**config.mk**
```make
export PLATFORM = sky130hd
export DESIGN_NAME = esra_device_flat
export DESIGN_NICKNAME = d
export VERILOG_FILES = /design/src/rtl/esra_pkg.sv /design/src/rtl/esra_link_if.sv /design/src/rtl/esra_scan_tick.sv /design/src/rtl/esra_device.sv /design/src/flat_wrapper.sv
export SDC_FILE = /design/constraint.sdc
export NUM_CORES = 1
export LEC_CHECK = 0
export BUFFER_PORTS_ARGS = -buffer_cell sky130_fd_sc_hd__buf_4
export CORE_ASPECT_RATIO = 1.25
export CORE_UTILIZATION = 35
export CTS_CLUSTER_DIAMETER = 100
export DETAILED_ROUTE_END_ITERATION = 10
export PLACE_DENSITY_LB_ADDON = 0.15
export SYNTH_ARGS = -nofsm -noshare
export SYNTH_HDL_FRONTEND = slang
export SYNTH_SLANG_ARGS = --single-unit
```
**constraint.sdc**
```tcl
create_clock -name aclk -period 37.1 [get_ports aclk]
set_input_delay 3.71 -clock aclk [delete_from_list [all_inputs] [get_ports aclk]]
set_output_delay 3.71 -clock aclk [all_outputs]
set_load 0.05 [all_outputs]
```
**src/rtl/esra_pkg.sv**
```systemverilog
/*
 * Shared constants and types of the engine speed request arbiter.
 * Assumes a single 100 MHz clock and a 50 Hz scan of the request logic.
 */
package esra_pkg;

   // ************************************************
   // Timing
   // ************************************************
   localparam int CLK_HZ = 100_000_000;
   localparam int SCAN_HZ = 50;
   localparam int SCAN_CYCLES = CLK_HZ / SCAN_HZ;

   // ************************************************
   // Interlock and example limits
   // ************************************************
   localparam logic [7:0] ROAD_LIMIT_MPH = 8'h03;
   localparam logic [15:0] TACH_LIMIT_RPM = 16'h0578;
   localparam logic [15:0] RPM_RST = 16'h0000;

   // ************************************************
   // User end register map (AXI4-Lite)
   // ************************************************
   localparam int ADDR_W = 4;
   localparam logic [3:0] OFF_CTRL = 4'h0;
   localparam logic [3:0] OFF_CMD = 4'h4;
   localparam logic [3:0] OFF_STAT = 4'h8;
   localparam logic [3:0] OFF_LIMIT = 4'hc;
   localparam logic [4:0] CTRL_RST = 5'h00;
   localparam int CTRL_VAR = 0;
   localparam int CTRL_RAISE = 1;
   localparam int CTRL_LOWER = 2;
   localparam int CMD_UP = 0;
   localparam int CMD_DOWN = 1;
   localparam logic [1:0] RESP_OKAY = 2'b00;
   localparam logic [1:0] RESP_SLVERR = 2'b10;

   // ************************************************
   // Device states
   // ************************************************
   typedef enum logic [1:0] {
      ESRA_OFF = 2'b00,
      ESRA_RAMP = 2'b01,
      ESRA_HOLD = 2'b10,
      ESRA_STEP = 2'b11
   } esra_state_t;

endpackage

```
**src/rtl/esra_link_if.sv**
```systemverilog
/*
 * Request link between user ladder logic and the body system controller.
 * Both ends are clocked by the same aclk; no clocking block.
 */
`timescale 1ns/100ps
interface esra_link_if;
   logic speed_req;
   logic func1_req;
   logic func2_req;
   logic inhibited;

   modport user_end (output speed_req, output func1_req, output func2_req, input inhibited);
   modport dev_end (input speed_req, input func1_req, input func2_req, output inhibited);
endinterface // esra_link_if

```
**src/rtl/esra_scan_tick.sv**
```systemverilog
/*
 * Scan divider: one-cycle enable every PERIOD clocks.
 * Assumes PERIOD of at least 2.
 */
`timescale 1ns/100ps
module esra_scan_tick
   import esra_pkg::*;
#(
   parameter int PERIOD = SCAN_CYCLES
) (
   // Clock and reset
   input wire logic aclk,
   input wire logic aresetn,
   // Scan enable
   output logic tick
);
   localparam int W = $clog2(PERIOD);
   localparam logic [W-1:0] LAST = W'(PERIOD - 1);

   logic [W-1:0] cnt;

   always_ff @(posedge aclk) begin
      if (!aresetn) begin
         cnt <= '0;
         tick <= 1'b0;
      end else begin
         tick <= (cnt == LAST);
         cnt <= (cnt == LAST) ? '0 : cnt + W'(1);
      end
   end
endmodule // esra_scan_tick

```
**src/rtl/esra_device.sv**
```systemverilog
/*
 * Body system controller end: arbitrates ladder logic speed requests,
 * keeps the lockout flag and commands engine speed.
 * Assumes vehicle inputs already synchronous to aclk and user logic
 * on the user_end of esra_link_if.
 */
// Added by the designer: the AXI4-Lite register port and the register offsets.
`timescale 1ns/100ps

// Overview of operation
// - Request held: cruise enabled, others locked out
// - Request dropped: cruise enable off
// - User holds request whole control interval
// - After lockout, request must drop then rise
// - Other interface active: lockout, ignore requests
// - Lockout on speed, park brake, brake pedal
// - Automatic out of neutral locks out
// - Bad interlock status locks out
// - Fixed mode: set edge ramps to target 1
// - Fixed mode: resume edge ramps to target 2
// - Variable mode: set lowers by decrement step
// - Variable mode: resume raises by increment step
// - Requests evaluated fifty times per second
// - User limits raise, uses small step
// - Fixed example: one latch drives request, set
// - Variable example latch set/clear sources
// - Variable example: requests gated by latch
// - Raise blocked at tachometer limit 1400
// - Request during conflict sets lockout flag
// - Configured: cab enable, mode, rate, targets
module esra_device
   import esra_pkg::*;
#(
   parameter int SCAN_PERIOD = SCAN_CYCLES
) (
   // Clock and reset
   input wire logic aclk,
   input wire logic aresetn,
   // Link to user logic
   esra_link_if.dev_end link,
   // Vehicle interlocks
   input wire logic other_ctl,
   input wire logic park_brake_set,
   input wire logic brake_pedal,
   input wire logic [7:0] road_speed,
   input wire logic auto_trans,
   input wire logic in_neutral,
   input wire logic interlock_bad,
   // Engine configuration
   input wire logic cab_enable,
   input wire logic variable_mode,
   input wire logic [15:0] ramp_rate,
   input wire logic [15:0] target1_rpm,
   input wire logic [15:0] target2_rpm,
   input wire logic [15:0] step_up,
   input wire logic [15:0] step_down,
   input wire logic [15:0] idle_rpm,
   input wire logic [15:0] max_rpm,
   // Engine commands
   output logic cruise_enable,
   output logic lockout_others,
   output logic [15:0] rpm_cmd
);

   // ************************************************
   // Scan enable
   // ************************************************
   logic tick;

   esra_scan_tick #(
      .PERIOD(SCAN_PERIOD)
   ) u_tick (
      .aclk(aclk),
      .aresetn(aresetn),
      .tick(tick)
   );

   // ************************************************
   // Lockout decision
   // ************************************************
   logic lock_cond;
   logic inhib;
   logic granted;

   always_comb begin
      lock_cond = other_ctl;
      lock_cond = lock_cond | (road_speed > ROAD_LIMIT_MPH);
      lock_cond = lock_cond | !park_brake_set | brake_pedal;
      lock_cond = lock_cond | (auto_trans & !in_neutral);
      lock_cond = lock_cond | interlock_bad;
   end

   // Flag stays set until the lock cause is gone and the user drops
   // the request, so a held request can never silently regain control
   always_ff @(posedge aclk) begin
      if (!aresetn) begin
         inhib <= 1'b0;
      end else if (tick) begin
         if (lock_cond) begin
            inhib <= 1'b1;
         end else if (!link.speed_req) begin
            inhib <= 1'b0;
         end
      end
   end

   assign link.inhibited = inhib;

   assign granted = cab_enable & link.speed_req & !inhib & !lock_cond;

   // ************************************************
   // Cruise enable and lockout of other sources
   // ************************************************
   always_ff @(posedge aclk) begin
      if (!aresetn) begin
         cruise_enable <= 1'b0;
         lockout_others <= 1'b0;
      end else if (tick) begin
         cruise_enable <= granted;
         lockout_others <= granted;
      end
   end

   // ************************************************
   // Scan-to-scan edge detection
   // ************************************************
   logic prev_f1;
   logic prev_f2;
   logic rise1;
   logic rise2;

   always_ff @(posedge aclk) begin
      if (!aresetn) begin
         prev_f1 <= 1'b0;
         prev_f2 <= 1'b0;
      end else if (tick) begin
         prev_f1 <= link.func1_req;
         prev_f2 <= link.func2_req;
      end
   end

   assign rise1 = link.func1_req & !prev_f1;
   assign rise2 = link.func2_req & !prev_f2;

   // ************************************************
   // Ramp step toward a fixed target
   // ************************************************
   logic [15:0] ramp_step;
   logic [15:0] target;
   logic [15:0] next_rpm;

   always_comb begin
      ramp_step = 16'(ramp_rate / SCAN_HZ);
      if (ramp_step == 16'h0000) begin
         ramp_step = 16'h0001;
      end
      if (rpm_cmd < target) begin
         next_rpm = (target - rpm_cmd > ramp_step) ? rpm_cmd + ramp_step : target;
      end else begin
         next_rpm = (rpm_cmd - target > ramp_step) ? rpm_cmd - ramp_step : target;
      end
   end

   // ************************************************
   // Variable steps, clamped to idle and governed speed
   // ************************************************
   logic [15:0] lower_rpm;
   logic [15:0] raise_rpm;

   always_comb begin
      if ({1'b0, rpm_cmd} >= {1'b0, idle_rpm} + {1'b0, step_down}) begin
         lower_rpm = rpm_cmd - step_down;
      end else begin
         lower_rpm = idle_rpm;
      end
      if ({1'b0, rpm_cmd} + {1'b0, step_up} <= {1'b0, max_rpm}) begin
         raise_rpm = rpm_cmd + step_up;
      end else begin
         raise_rpm = max_rpm;
      end
   end

   // ************************************************
   // Speed control state machine, one step per scan
   // ************************************************
   esra_state_t state;

   always_ff @(posedge aclk) begin
      if (!aresetn) begin
         state <= ESRA_OFF;
         rpm_cmd <= RPM_RST;
         target <= RPM_RST;
      end else if (tick) begin
         if (!granted) begin
            state <= ESRA_OFF;
            rpm_cmd <= idle_rpm;
            target <= idle_rpm;
         end else begin
            case (state)
               ESRA_OFF: begin
                  rpm_cmd <= idle_rpm;
                  if (variable_mode) begin
                     state <= ESRA_STEP;
                  end else if (rise1) begin
                     target <= target1_rpm;
                     state <= ESRA_RAMP;
                  end else if (rise2) begin
                     target <= target2_rpm;
                     state <= ESRA_RAMP;
                  end else begin
                     target <= idle_rpm;
                     state <= ESRA_HOLD;
                  end
               end
               ESRA_RAMP, ESRA_HOLD: begin
                  // Target latched, so the request need not be held
                  if (variable_mode) begin
                     state <= ESRA_STEP;
                  end else if (rise1) begin
                     target <= target1_rpm;
                     state <= ESRA_RAMP;
                  end else if (rise2) begin
                     target <= target2_rpm;
                     state <= ESRA_RAMP;
                  end else begin
                     rpm_cmd <= next_rpm;
                     state <= (next_rpm == target) ? ESRA_HOLD : ESRA_RAMP;
                  end
               end
               ESRA_STEP: begin
                  // Lower wins when both are held: the safer direction
                  if (!variable_mode) begin
                     target <= rpm_cmd;
                     state <= ESRA_HOLD;
                  end else if (link.func1_req) begin
                     rpm_cmd <= lower_rpm;
                  end else if (link.func2_req) begin
                     rpm_cmd <= raise_rpm;
                  end
               end
               default: begin
                  state <= ESRA_OFF;
               end
            endcase
         end
      end
   end

endmodule // esra_device

```
**src/flat_wrapper.sv**
```systemverilog
// flat-port wrapper written by rule: the top's interface ports become plain ports
module esra_device_flat import esra_pkg::*;
#(
   parameter int SCAN_PERIOD = SCAN_CYCLES
)
  (aclk, aresetn, other_ctl, park_brake_set, brake_pedal, road_speed, auto_trans, in_neutral, interlock_bad, cab_enable, variable_mode, ramp_rate, target1_rpm, target2_rpm, step_up, step_down, idle_rpm, max_rpm, cruise_enable, lockout_others, rpm_cmd, link_speed_req, link_func1_req, link_func2_req, link_inhibited);
  esra_link_if link_i ();
  input wire logic aclk;
  input wire logic aresetn;
  input wire logic other_ctl;
  input wire logic park_brake_set;
  input wire logic brake_pedal;
  input wire logic [7:0] road_speed;
  input wire logic auto_trans;
  input wire logic in_neutral;
  input wire logic interlock_bad;
  input wire logic cab_enable;
  input wire logic variable_mode;
  input wire logic [15:0] ramp_rate;
  input wire logic [15:0] target1_rpm;
  input wire logic [15:0] target2_rpm;
  input wire logic [15:0] step_up;
  input wire logic [15:0] step_down;
  input wire logic [15:0] idle_rpm;
  input wire logic [15:0] max_rpm;
  output logic cruise_enable;
  output logic lockout_others;
  output logic [15:0] rpm_cmd;
  input wire logic [$bits(link_i.speed_req)-1:0] link_speed_req;
  input wire logic [$bits(link_i.func1_req)-1:0] link_func1_req;
  input wire logic [$bits(link_i.func2_req)-1:0] link_func2_req;
  output wire logic [$bits(link_i.inhibited)-1:0] link_inhibited;
  assign link_i.speed_req = link_speed_req;
  assign link_i.func1_req = link_func1_req;
  assign link_i.func2_req = link_func2_req;
  assign link_inhibited = link_i.inhibited;
  esra_device #(.SCAN_PERIOD(SCAN_PERIOD)) u_core (.aclk(aclk), .aresetn(aresetn), .link(link_i), .other_ctl(other_ctl), .park_brake_set(park_brake_set), .brake_pedal(brake_pedal), .road_speed(road_speed), .auto_trans(auto_trans), .in_neutral(in_neutral), .interlock_bad(interlock_bad), .cab_enable(cab_enable), .variable_mode(variable_mode), .ramp_rate(ramp_rate), .target1_rpm(target1_rpm), .target2_rpm(target2_rpm), .step_up(step_up), .step_down(step_down), .idle_rpm(idle_rpm), .max_rpm(max_rpm), .cruise_enable(cruise_enable), .lockout_others(lockout_others), .rpm_cmd(rpm_cmd));
endmodule
```
==> impl_metrics.ini, run 1 <==
[power]
internal-power_mw = 0.262
switching_share_pct = 48.5
seqPwrFrac_pct = 12.8
clock_power_share_pct = 16.8
p_switching_mw = 0.246
pwr-share-comb_pct = 70.4
finalPower_mw = 0.508
power.density_nw_per_um2 = 36.7
leakagePower_nw = 6.29
max-vdd-ir-drop_v = 0.0000305

[die]
die_h_um = 210
die-area_um2 = 35200
rows = 75
die_width_um = 168
ioPinCount = 152
start_util_pct = 35.7
fp.coreArea_um2 = 33800

[critical_path]
endpoint_kind = flop
cp.arrival_ns = 17.31
critPathMaxFanout = 17
path_buf_inv = 3
required_ns = 37.33
cp-start-kind = input pin
slowest_stage = nor4_2
slowest_delay_ns = 0.95
crit_type = input pin to flop
cp_top_family = compound AO/OA/AOI/OAI gates
cp_common_cell = o21a_1

[place]
dp_hpwl_um = 32500
port_buffers = 148
dpl_cell_area_um2 = 13600
gp_congestion = 0.889

[global_routing]
grt_max_degree = 43
antenna_found_initial = 0
grt_pass1_wl_um = 62500
grt_overflow_total = 0
grt_pass1_vias = 11989
grt_usage_pct = 22.3

[timing]
period_share_pct = 46.0
relSlewSlack_pct = 18.0
fmax_mhz = 58.6
fin_tns_setup_ns = 0
worstMarginPinSlew_ns = 1.23
rsz0062_at_grt = false
maxSlewViolCount = 0
hold_viol_final = 0
clock_skew_ns = 0.0127
setup_violations = 0
min_period_ns = 17.08
holdWs_ns = 0.448

[synth]
syn_nets = 1988
syn_avg_cell_area_um2 = 7.14
synth_edf_count = 0
post-synth-top-count-cell = a21oi_1
ys_seq_area_share_pct = 9.95
yosys.area.top_type = ha_1
syn_inst = 1690
syn_area_um2 = 12100
ys_ff_latch = 60
ys_types = 98
synthTopCellsByCount = a21oi_1, ha_1, inv_1
synth_area_leaders = ha_1, dfxtp_1, a21oi_1
synth_ff_type = dfxtp_1
ys_async_sr_fraction_pct = 0
ys_warn_count = 0
yosysTopAreaCellShare_pct = 16.4

[cts]
numClockSinks = 60
cts_setup_buffers = 0
cts_hold_buf = 0
clk_latency_ns = 0.34
h-tree-depth = 3
ctsLongestPathBuffers = 2
cts_repair_resize_count = 0
numCtsBuffers = 9
cts_root_buf = clkbuf_16
cts_tree = done
cts.clk_slew.worst_paths_ns = 0.06

[final_layout]
regArea_um2 = 1200
multi_input_area_um2 = 9990
fin_nets = 2087
drive_gt1_share_pct = 13.4
area_growth_syn_to_layout_pct = 14.8
design_area_um2 = 13900
antenna_cells = 0
nFillCells = 3591

[drt]
first_iter_violations = 828
routed_via_density = 5.56
final_antenna_net_count = 0
wirelength_um = 39600
post_drt_wl_per_cell_um = 17.9
via_count = 12334
post-route-drc-count = 0
dr.pass1.iters = 5

[run]
cap_viol_max_count = 0

[worst_hold_path]
hold_path.class = flop to flop

[run_status]
status = complete, no violations
[layout by cell type (no fill, tap or decap), types with 12 or more instances in the layout]
master	instances
dfxtp_1	60
inv_1	151
nand3_1	28
a221oi_1	21
a211oi_1	13
xor2_1	32
mux2_2	15
mux2i_1	28
xnor2_1	94
a21oi_1	207
or3_1	12
nand2_1	142
and2_1	16
nor2_1	106
ha_1	158
o221ai_1	26
a21boi_0	22
o21a_1	19
nand2b_1	19
a21o_1	38
buf_4	169
o21ai_0	98
nor3_1	28
nand4_1	17
o21bai_1	44
nor2b_1	35
[layout make-up]
| class | count | area share, % |
|---|---|---|
| clock buffer | 9 | 1.62 |
| clock inverter | 7 | 0.542 |
| inverter | 153 | 4.14 |
| multi-input combinational | 1396 | 72.1 |
| sequential | 60 | 8.67 |
| tap | 423 | 3.82 |
| timing repair buffer | 169 | 9.15 |
[flip-flops by register name (all words and copies together), names as in the netlist]
name and count:
u_core.u_tick.tick 1, u_core.rpm_cmd 16, u_core.target 16, u_core.prev_f2 1, u_core.prev_f1 1, u_core.u_tick.cnt 21
u_core.link.inhibited 1, u_core.state 2, u_core.cruise_enable 1
[path summary, 6_finish.rpt]
| kind | start | to | slack, ns | cells after the start |
|---|---|---|---|---|
| setup / recovery | ramp_rate[12] | u_core.state[0] | 20.02 | 50 |
| setup reg to reg | u_core.rpm_cmd[0] | u_core.state[0] | 30.64 | 25 |
| hold / removal | u_core.u_tick.cnt[0] | u_core.u_tick.cnt[0] | 0.45 | 1 |
| hold reg to reg | u_core.u_tick.cnt[0] | u_core.u_tick.cnt[0] | 0.45 | 1 |
[power by group through the flow]
stage | Clock, mW | Combinational [mW] | Sequential [mW]
finish | 0.0853 | 0.358 | 0.0649
global route | 0.0901 | 0.397 | 0.0649
CTS | 0.0874 | 0.360 | 0.0649
detailed placement | 0 | 0.358 | 0.0663
global placement | 0 | 0.355 | 0.0663
floorplan | 0 | 0.267 | 0.0663
[cell families (layout without fill, tap and decap cells)]
family                   count (synthesis)  after routing  synth area share [%]
flip-flops                              60             60                  9.95
buffers and inverters                  234            338                  7.54
XOR/XNOR                               127            127                  9.28
multiplexers                            43             43                  3.72
AND/OR/NAND/NOR                        454            454                  18.5
AO/OA/AOI/OAI                          605            605                  33.3
adder cells (fa/ha/maj)                167            167                  17.7
[worst reg2reg max path: stages, from the launching register on]
cell	delay, ns
dfxtp_1	0.53
ha_1	0.21
inv_1	0.06
fa_1	0.41
a21o_1	0.18
a21oi_1	0.23
o21bai_1	0.10
a21oi_1	0.23
o21bai_1	0.10
a21oi_1	0.22
o21bai_1	0.10
a21oi_1	0.24
xnor2_1	0.10
ha_1	0.33
nand4_1	0.13
o32a_1	0.38
nor4_1	0.49
nand2_1	0.17
mux2_2	0.46
nor2_1	0.15
a221oi_1	0.09
xnor2_1	0.27
o2111ai_1	0.23
nor4_1	0.60
a211oi_1	0.17
o21a_1	0.20
[metrics by stage]
| step | instances | worst slack [ns] | util [%] |
|---|---|---|---|
| 4_1_cts | 2217 | 19.87 | 41.0 |
| 2_1_floorplan | 1690 | 22.80 | - |
| 6_report | 2217 | 20.02 | 41.0 |
| 3_3_place_gp | 2201 | 19.59 | 40.1 |
| 3_5_place_dp | 2201 | 19.57 | 40.1 |
| 5_1_grt | 2217 | 18.75 | 41.0 |
[metal layers]
metal	vias up	part of all wire [%]	wire length, um	GRT usage (%)
met3	46	3.0	1170	1.92
met2	266	52	20500	42.6
met4	0	2.6	1020	6.83
met5	-	0	0	0
li1	6299	-	-	-
met1	5723	43	16900	26.0
Note: power is estimated with default switching activity, not from simulation.
==> run 2, diff against run 1 <==
Clock period 37.1 ns to 17.4 ns, I/O delays scaled along.
==> run 2 against run 1 <==
  * Sequential power increased by 110%
  * Hold slack improved by 0.0053 ns
  * Wire length decreased by 0.24%
  * Count of clock-buffer cells in the layout unchanged
  * Combinational power increased by 110%
  * Utilization about the same
  * Die area unchanged
  * Cell count about the same
  * Sequential share of layout area about the same
  * Largest cell class unchanged
  * Largest power group unchanged
==> impl_metrics.ini, run 2 (synthesized netlist as in run 1, its figures left out) <==
[global_routing]
grt_pass1_vias = 12213
grt_overflow_total = 0
antenna_found_initial = 0
grt_pass1_wl_um = 62500
grt_usage_pct = 22.2
grt_max_degree = 43

[die]
die_width_um = 168
rows = 75
die-area_um2 = 35200
ioPinCount = 152
fp.coreArea_um2 = 33800
start_util_pct = 35.7
die_h_um = 210

[final_layout]
regArea_um2 = 1200
regMostFlops = u_core.u_tick.cnt
layout_commonest_cell = a21oi_1
drive_gt1_share_pct = 13.3
design_area_um2 = 13900
fin_nets = 2086
antenna_cells = 0
area_growth_syn_to_layout_pct = 14.7
mostFrequentLayoutCells = a21oi_1, buf_4, ha_1
reg.largest.list = u_core.u_tick.cnt (21), u_core.rpm_cmd (16), u_core.target (16)
largest_register_ffs = 21
nFillCells = 3580
instances_no_fill = 2216
multi_input_area_um2 = 9990

[place]
dpl_cell_area_um2 = 13600
gp_congestion = 0.882
dp.cells = 2200
dp_hpwl_um = 32400
port_buffers = 148

[timing]
clock_skew_ns = 0.0141
fmax_mhz = 66.2
setup_violations = 0
worstMarginPinSlew_ns = 1.03
maxSlewViolCount = 0
relSlewSlack_pct = 29.2
hold_viol_final = 0
period_share_pct = 86.9
fin_tns_setup_ns = 0
rsz0062_at_grt = false
holdWs_ns = 0.453
min_period_ns = 15.11

[cts]
ctsLongestPathBuffers = 2
cts_tree = done
cts.clk_slew.worst_paths_ns = 0.06
cts_hold_buf = 0
cts_repair_resize_count = 0
numCtsBuffers = 9
h-tree-depth = 3
numClockSinks = 60
clk_latency_ns = 0.34
cts_root_buf = clkbuf_16
cts_setup_buffers = 0

[drt]
routed_via_density = 5.60
wirelength_um = 39500
first_iter_violations = 535
via_count = 12419
dr.pass1.iters = 4
final_antenna_net_count = 0
post_drt_wl_per_cell_um = 17.8
post-route-drc-count = 0

[critical_path]
timing.rr.end = u_core.state[0]
cp_top_family = compound AO/OA/AOI/OAI gates
ff2ff_setup_slack_ns = 10.44
cp.arrival_ns = 15.34
path_buf_inv = 3
required_ns = 17.62
slowest_delay_ns = 0.91
r2r_cells = 24
slowest_stage = nor4_2
rr_startpoint = u_core.rpm_cmd[1]
cp_common_cell = o21a_1
endpoint_kind = flop
crit_type = input pin to flop
cp-start-kind = input pin
critPathMaxFanout = 17

[run]
cap_viol_max_count = 0

[worst_hold_path]
hold_path_startpoint = u_core.u_tick.cnt[0]
hold_path_depth = 1
hold_end = u_core.u_tick.cnt[0]
hold_path.class = flop to flop

[power]
leakagePower_nw = 6.29
max-vdd-ir-drop_v = 0.0000727
power.density_nw_per_um2 = 78.2

[run_status]
status = complete, no violations
[run 2: cell types whose count changed in the layout (fill, tap and decap cells not counted)]
cell,change
buf_4,-1
[run 2: worst max path at each step]
stage	from	end	slack [ns]	cells past startpoint
after global routing	ramp_rate[12]	u_core.state[0]	1.15	49
after CTS	ramp_rate[12]	u_core.state[0]	2.10	50
after detailed placement	ramp_rate[12]	u_core.state[0]	1.81	50
final	ramp_rate[12]	u_core.state[0]	2.29	50
after global placement	ramp_rate[12]	u_core.state[0]	1.98	50
after floorplan	ramp_rate[12]	u_core.state[0]	5.07	51
[run 2: metrics by stage]
stage	util, %	total power [mW]	setup WS [ns]
2_1_floorplan	-	0.710	5.07
3_3_place_gp	40.1	0.897	1.98
3_5_place_dp	40.1	0.906	1.81
4_1_cts	41.0	1.10	2.10
5_1_grt	41.0	1.17	1.15
6_report	41.0	1.08	2.29
[run 2: final cells by class]
class | count | share of cell area, %
Sequential cell | 60 | 8.67
Inverter | 153 | 4.15
Timing Repair Buffer | 168 | 9.10
Clock inverter | 7 | 0.542
Multi-Input combinational cell | 1396 | 72.1
Tap cell | 423 | 3.82
Clock buffer | 9 | 1.63
[run 2: per-layer routing]
layer,share of wire [%],GRT usage [%]
met1,43,25.4
met3,2.8,2.09
met2,52,42.8
met5,0,0
met4,2.4,6.83
[run 2: power breakdown]
part	internal, mW	switching (mW)	total, mW
sequential	0.138	0.000447	0.138
clock	0.112	0.0692	0.181
combinational	0.309	0.455	0.763
==> run 3, diff against run 2 <==
Settings changed: MAX_ROUTING_LAYER set to met4.
==> run 3 against run 2 <==
  * Cell count is the same
  * Setup slack lost 0.20 ns
  * Clock skew grew 0.0010 ns
  * Via count grew 0.13%
  * Wire length shrank 0.57%
  * Largest power group unchanged
  * Highest routed layer unchanged
==> impl_metrics.ini, run 3 (synthesized netlist as in run 1, its figures left out) <==
[timing]
worstMarginPinSlew_ns = 1.04
min_period_ns = 15.32
holdWs_ns = 0.454
rsz0062_at_grt = false
fin_tns_setup_ns = 0
fmax_mhz = 65.3
clock_skew_ns = 0.0151
setup_violations = 0
hold_viol_final = 0
period_share_pct = 88.0
worst_slack_ns = 2.08
relSlewSlack_pct = 29.0
maxSlewViolCount = 0

[critical_path]
slowest_delay_ns = 0.92
slowest_stage = nor4_2
cp_common_cell = o21a_1
path_buf_inv = 3
cp-start-kind = input pin
cp_top_family = compound AO/OA/AOI/OAI gates
crit_type = input pin to flop
endpoint_kind = flop
cp.arrival_ns = 15.54
required_ns = 17.62
critPathMaxFanout = 17

[global_routing]
grt_pass1_wl_um = 61600
grt_usage_pct = 22.7
grt_overflow_total = 0
grt_pass1_vias = 11985
grt_max_degree = 43
antenna_found_initial = 0

[final_layout]
fin_nets = 2086
reg.largest.list = u_core.u_tick.cnt (21), u_core.rpm_cmd (16), u_core.target (16)
design_area_um2 = 13900
area_growth_syn_to_layout_pct = 14.7
antenna_cells = 0
layout_commonest_cell = a21oi_1
largest_register_ffs = 21
mostFrequentLayoutCells = a21oi_1, buf_4, ha_1
drive_gt1_share_pct = 13.3
regMostFlops = u_core.u_tick.cnt

[die]
die-area_um2 = 35200
die_h_um = 210
ioPinCount = 152
rows = 75
start_util_pct = 35.7
fp.coreArea_um2 = 33800
die_width_um = 168

[place]
dpl_cell_area_um2 = 13600
port_buffers = 148
gp_congestion = 0.881
place_ws_ns = 1.83
dp_hpwl_um = 32400

[drt]
wl_met3_um = 1190
wl_met2_um = 20600
first_iter_violations = 759
final_antenna_net_count = 0
top_layer = met4
dr.pass1.iters = 5
via_count = 12435
routed_via_density = 5.61
wirelength_um = 39300
wl_met1_um = 16600
post-route-drc-count = 0
post_drt_wl_per_cell_um = 17.7

[cts]
cts_hold_buf = 0
cts.clk_slew.worst_paths_ns = 0.06
numClockSinks = 60
cts_setup_buffers = 0
cts_repair_resize_count = 0
numCtsBuffers = 9
clk_latency_ns = 0.34
ctsLongestPathBuffers = 2
cts_tree = done
cts_root_buf = clkbuf_16
h-tree-depth = 3

[power]
finalPower_mw = 1.09
max-vdd-ir-drop_v = 0.0000580
p_switching_mw = 0.527
switching_share_pct = 48.5
pwr-share-comb_pct = 70.7
seqPwrFrac_pct = 12.7
internal-power_mw = 0.560
clock_power_share_pct = 16.6
leakagePower_nw = 6.29
power.density_nw_per_um2 = 78.5

[worst_hold_path]
hold_path.class = flop to flop

[run_status]
status = complete, no violations

[run]
cap_viol_max_count = 0
[run 3: cell counts in the layout (fill, tap and decap cells not counted)]
Identical to the previous run, type by type.
[run 3: power by group through the flow]
stage,sequential [mW],combinational [mW],clock (mW)
final,0.138,0.768,0.180
after floorplan,0.141,0.568,0
after global placement,0.141,0.755,0
after CTS,0.138,0.771,0.185
after detailed placement,0.141,0.765,0
after global routing,0.138,0.850,0.191
[run 3: stage by stage]
stage,utilization [%],std cells
2_1_floorplan,-,1690
3_3_place_gp,40.1,2200
3_5_place_dp,40.1,2200
4_1_cts,41.0,2216
5_1_grt,41.0,2216
6_report,41.0,2216
[run 3: area by class of cell]
cell class | instances | area [um^2]
repair buffers | 168 | 1260
well taps | 423 | 529
clock buffers | 9 | 225
flip-flops and latches | 60 | 1200
inverters | 153 | 574
multi-input cells | 1396 | 9990
clock inverters | 7 | 75.1
fillers | 3595 | 19900
[run 3: layer usage]
metal  track usage [%]  vias to the layer above
li1                  -                     6313
met1              25.4                     5778
met2              42.4                      299
met3              1.77                       45
met4              7.08                        0
met5                 -                        -
[run 3: path summary, 6_finish.rpt]
path              cells past startpoint  slack (ns)                    to            startpoint
setup reg to reg                     24       10.31       u_core.state[0]     u_core.rpm_cmd[1]
hold / removal                        1        0.45  u_core.u_tick.cnt[0]  u_core.u_tick.cnt[0]
setup / recovery                     50        2.08       u_core.state[0]         ramp_rate[12]
hold reg to reg                       1        0.45  u_core.u_tick.cnt[0]  u_core.u_tick.cnt[0]
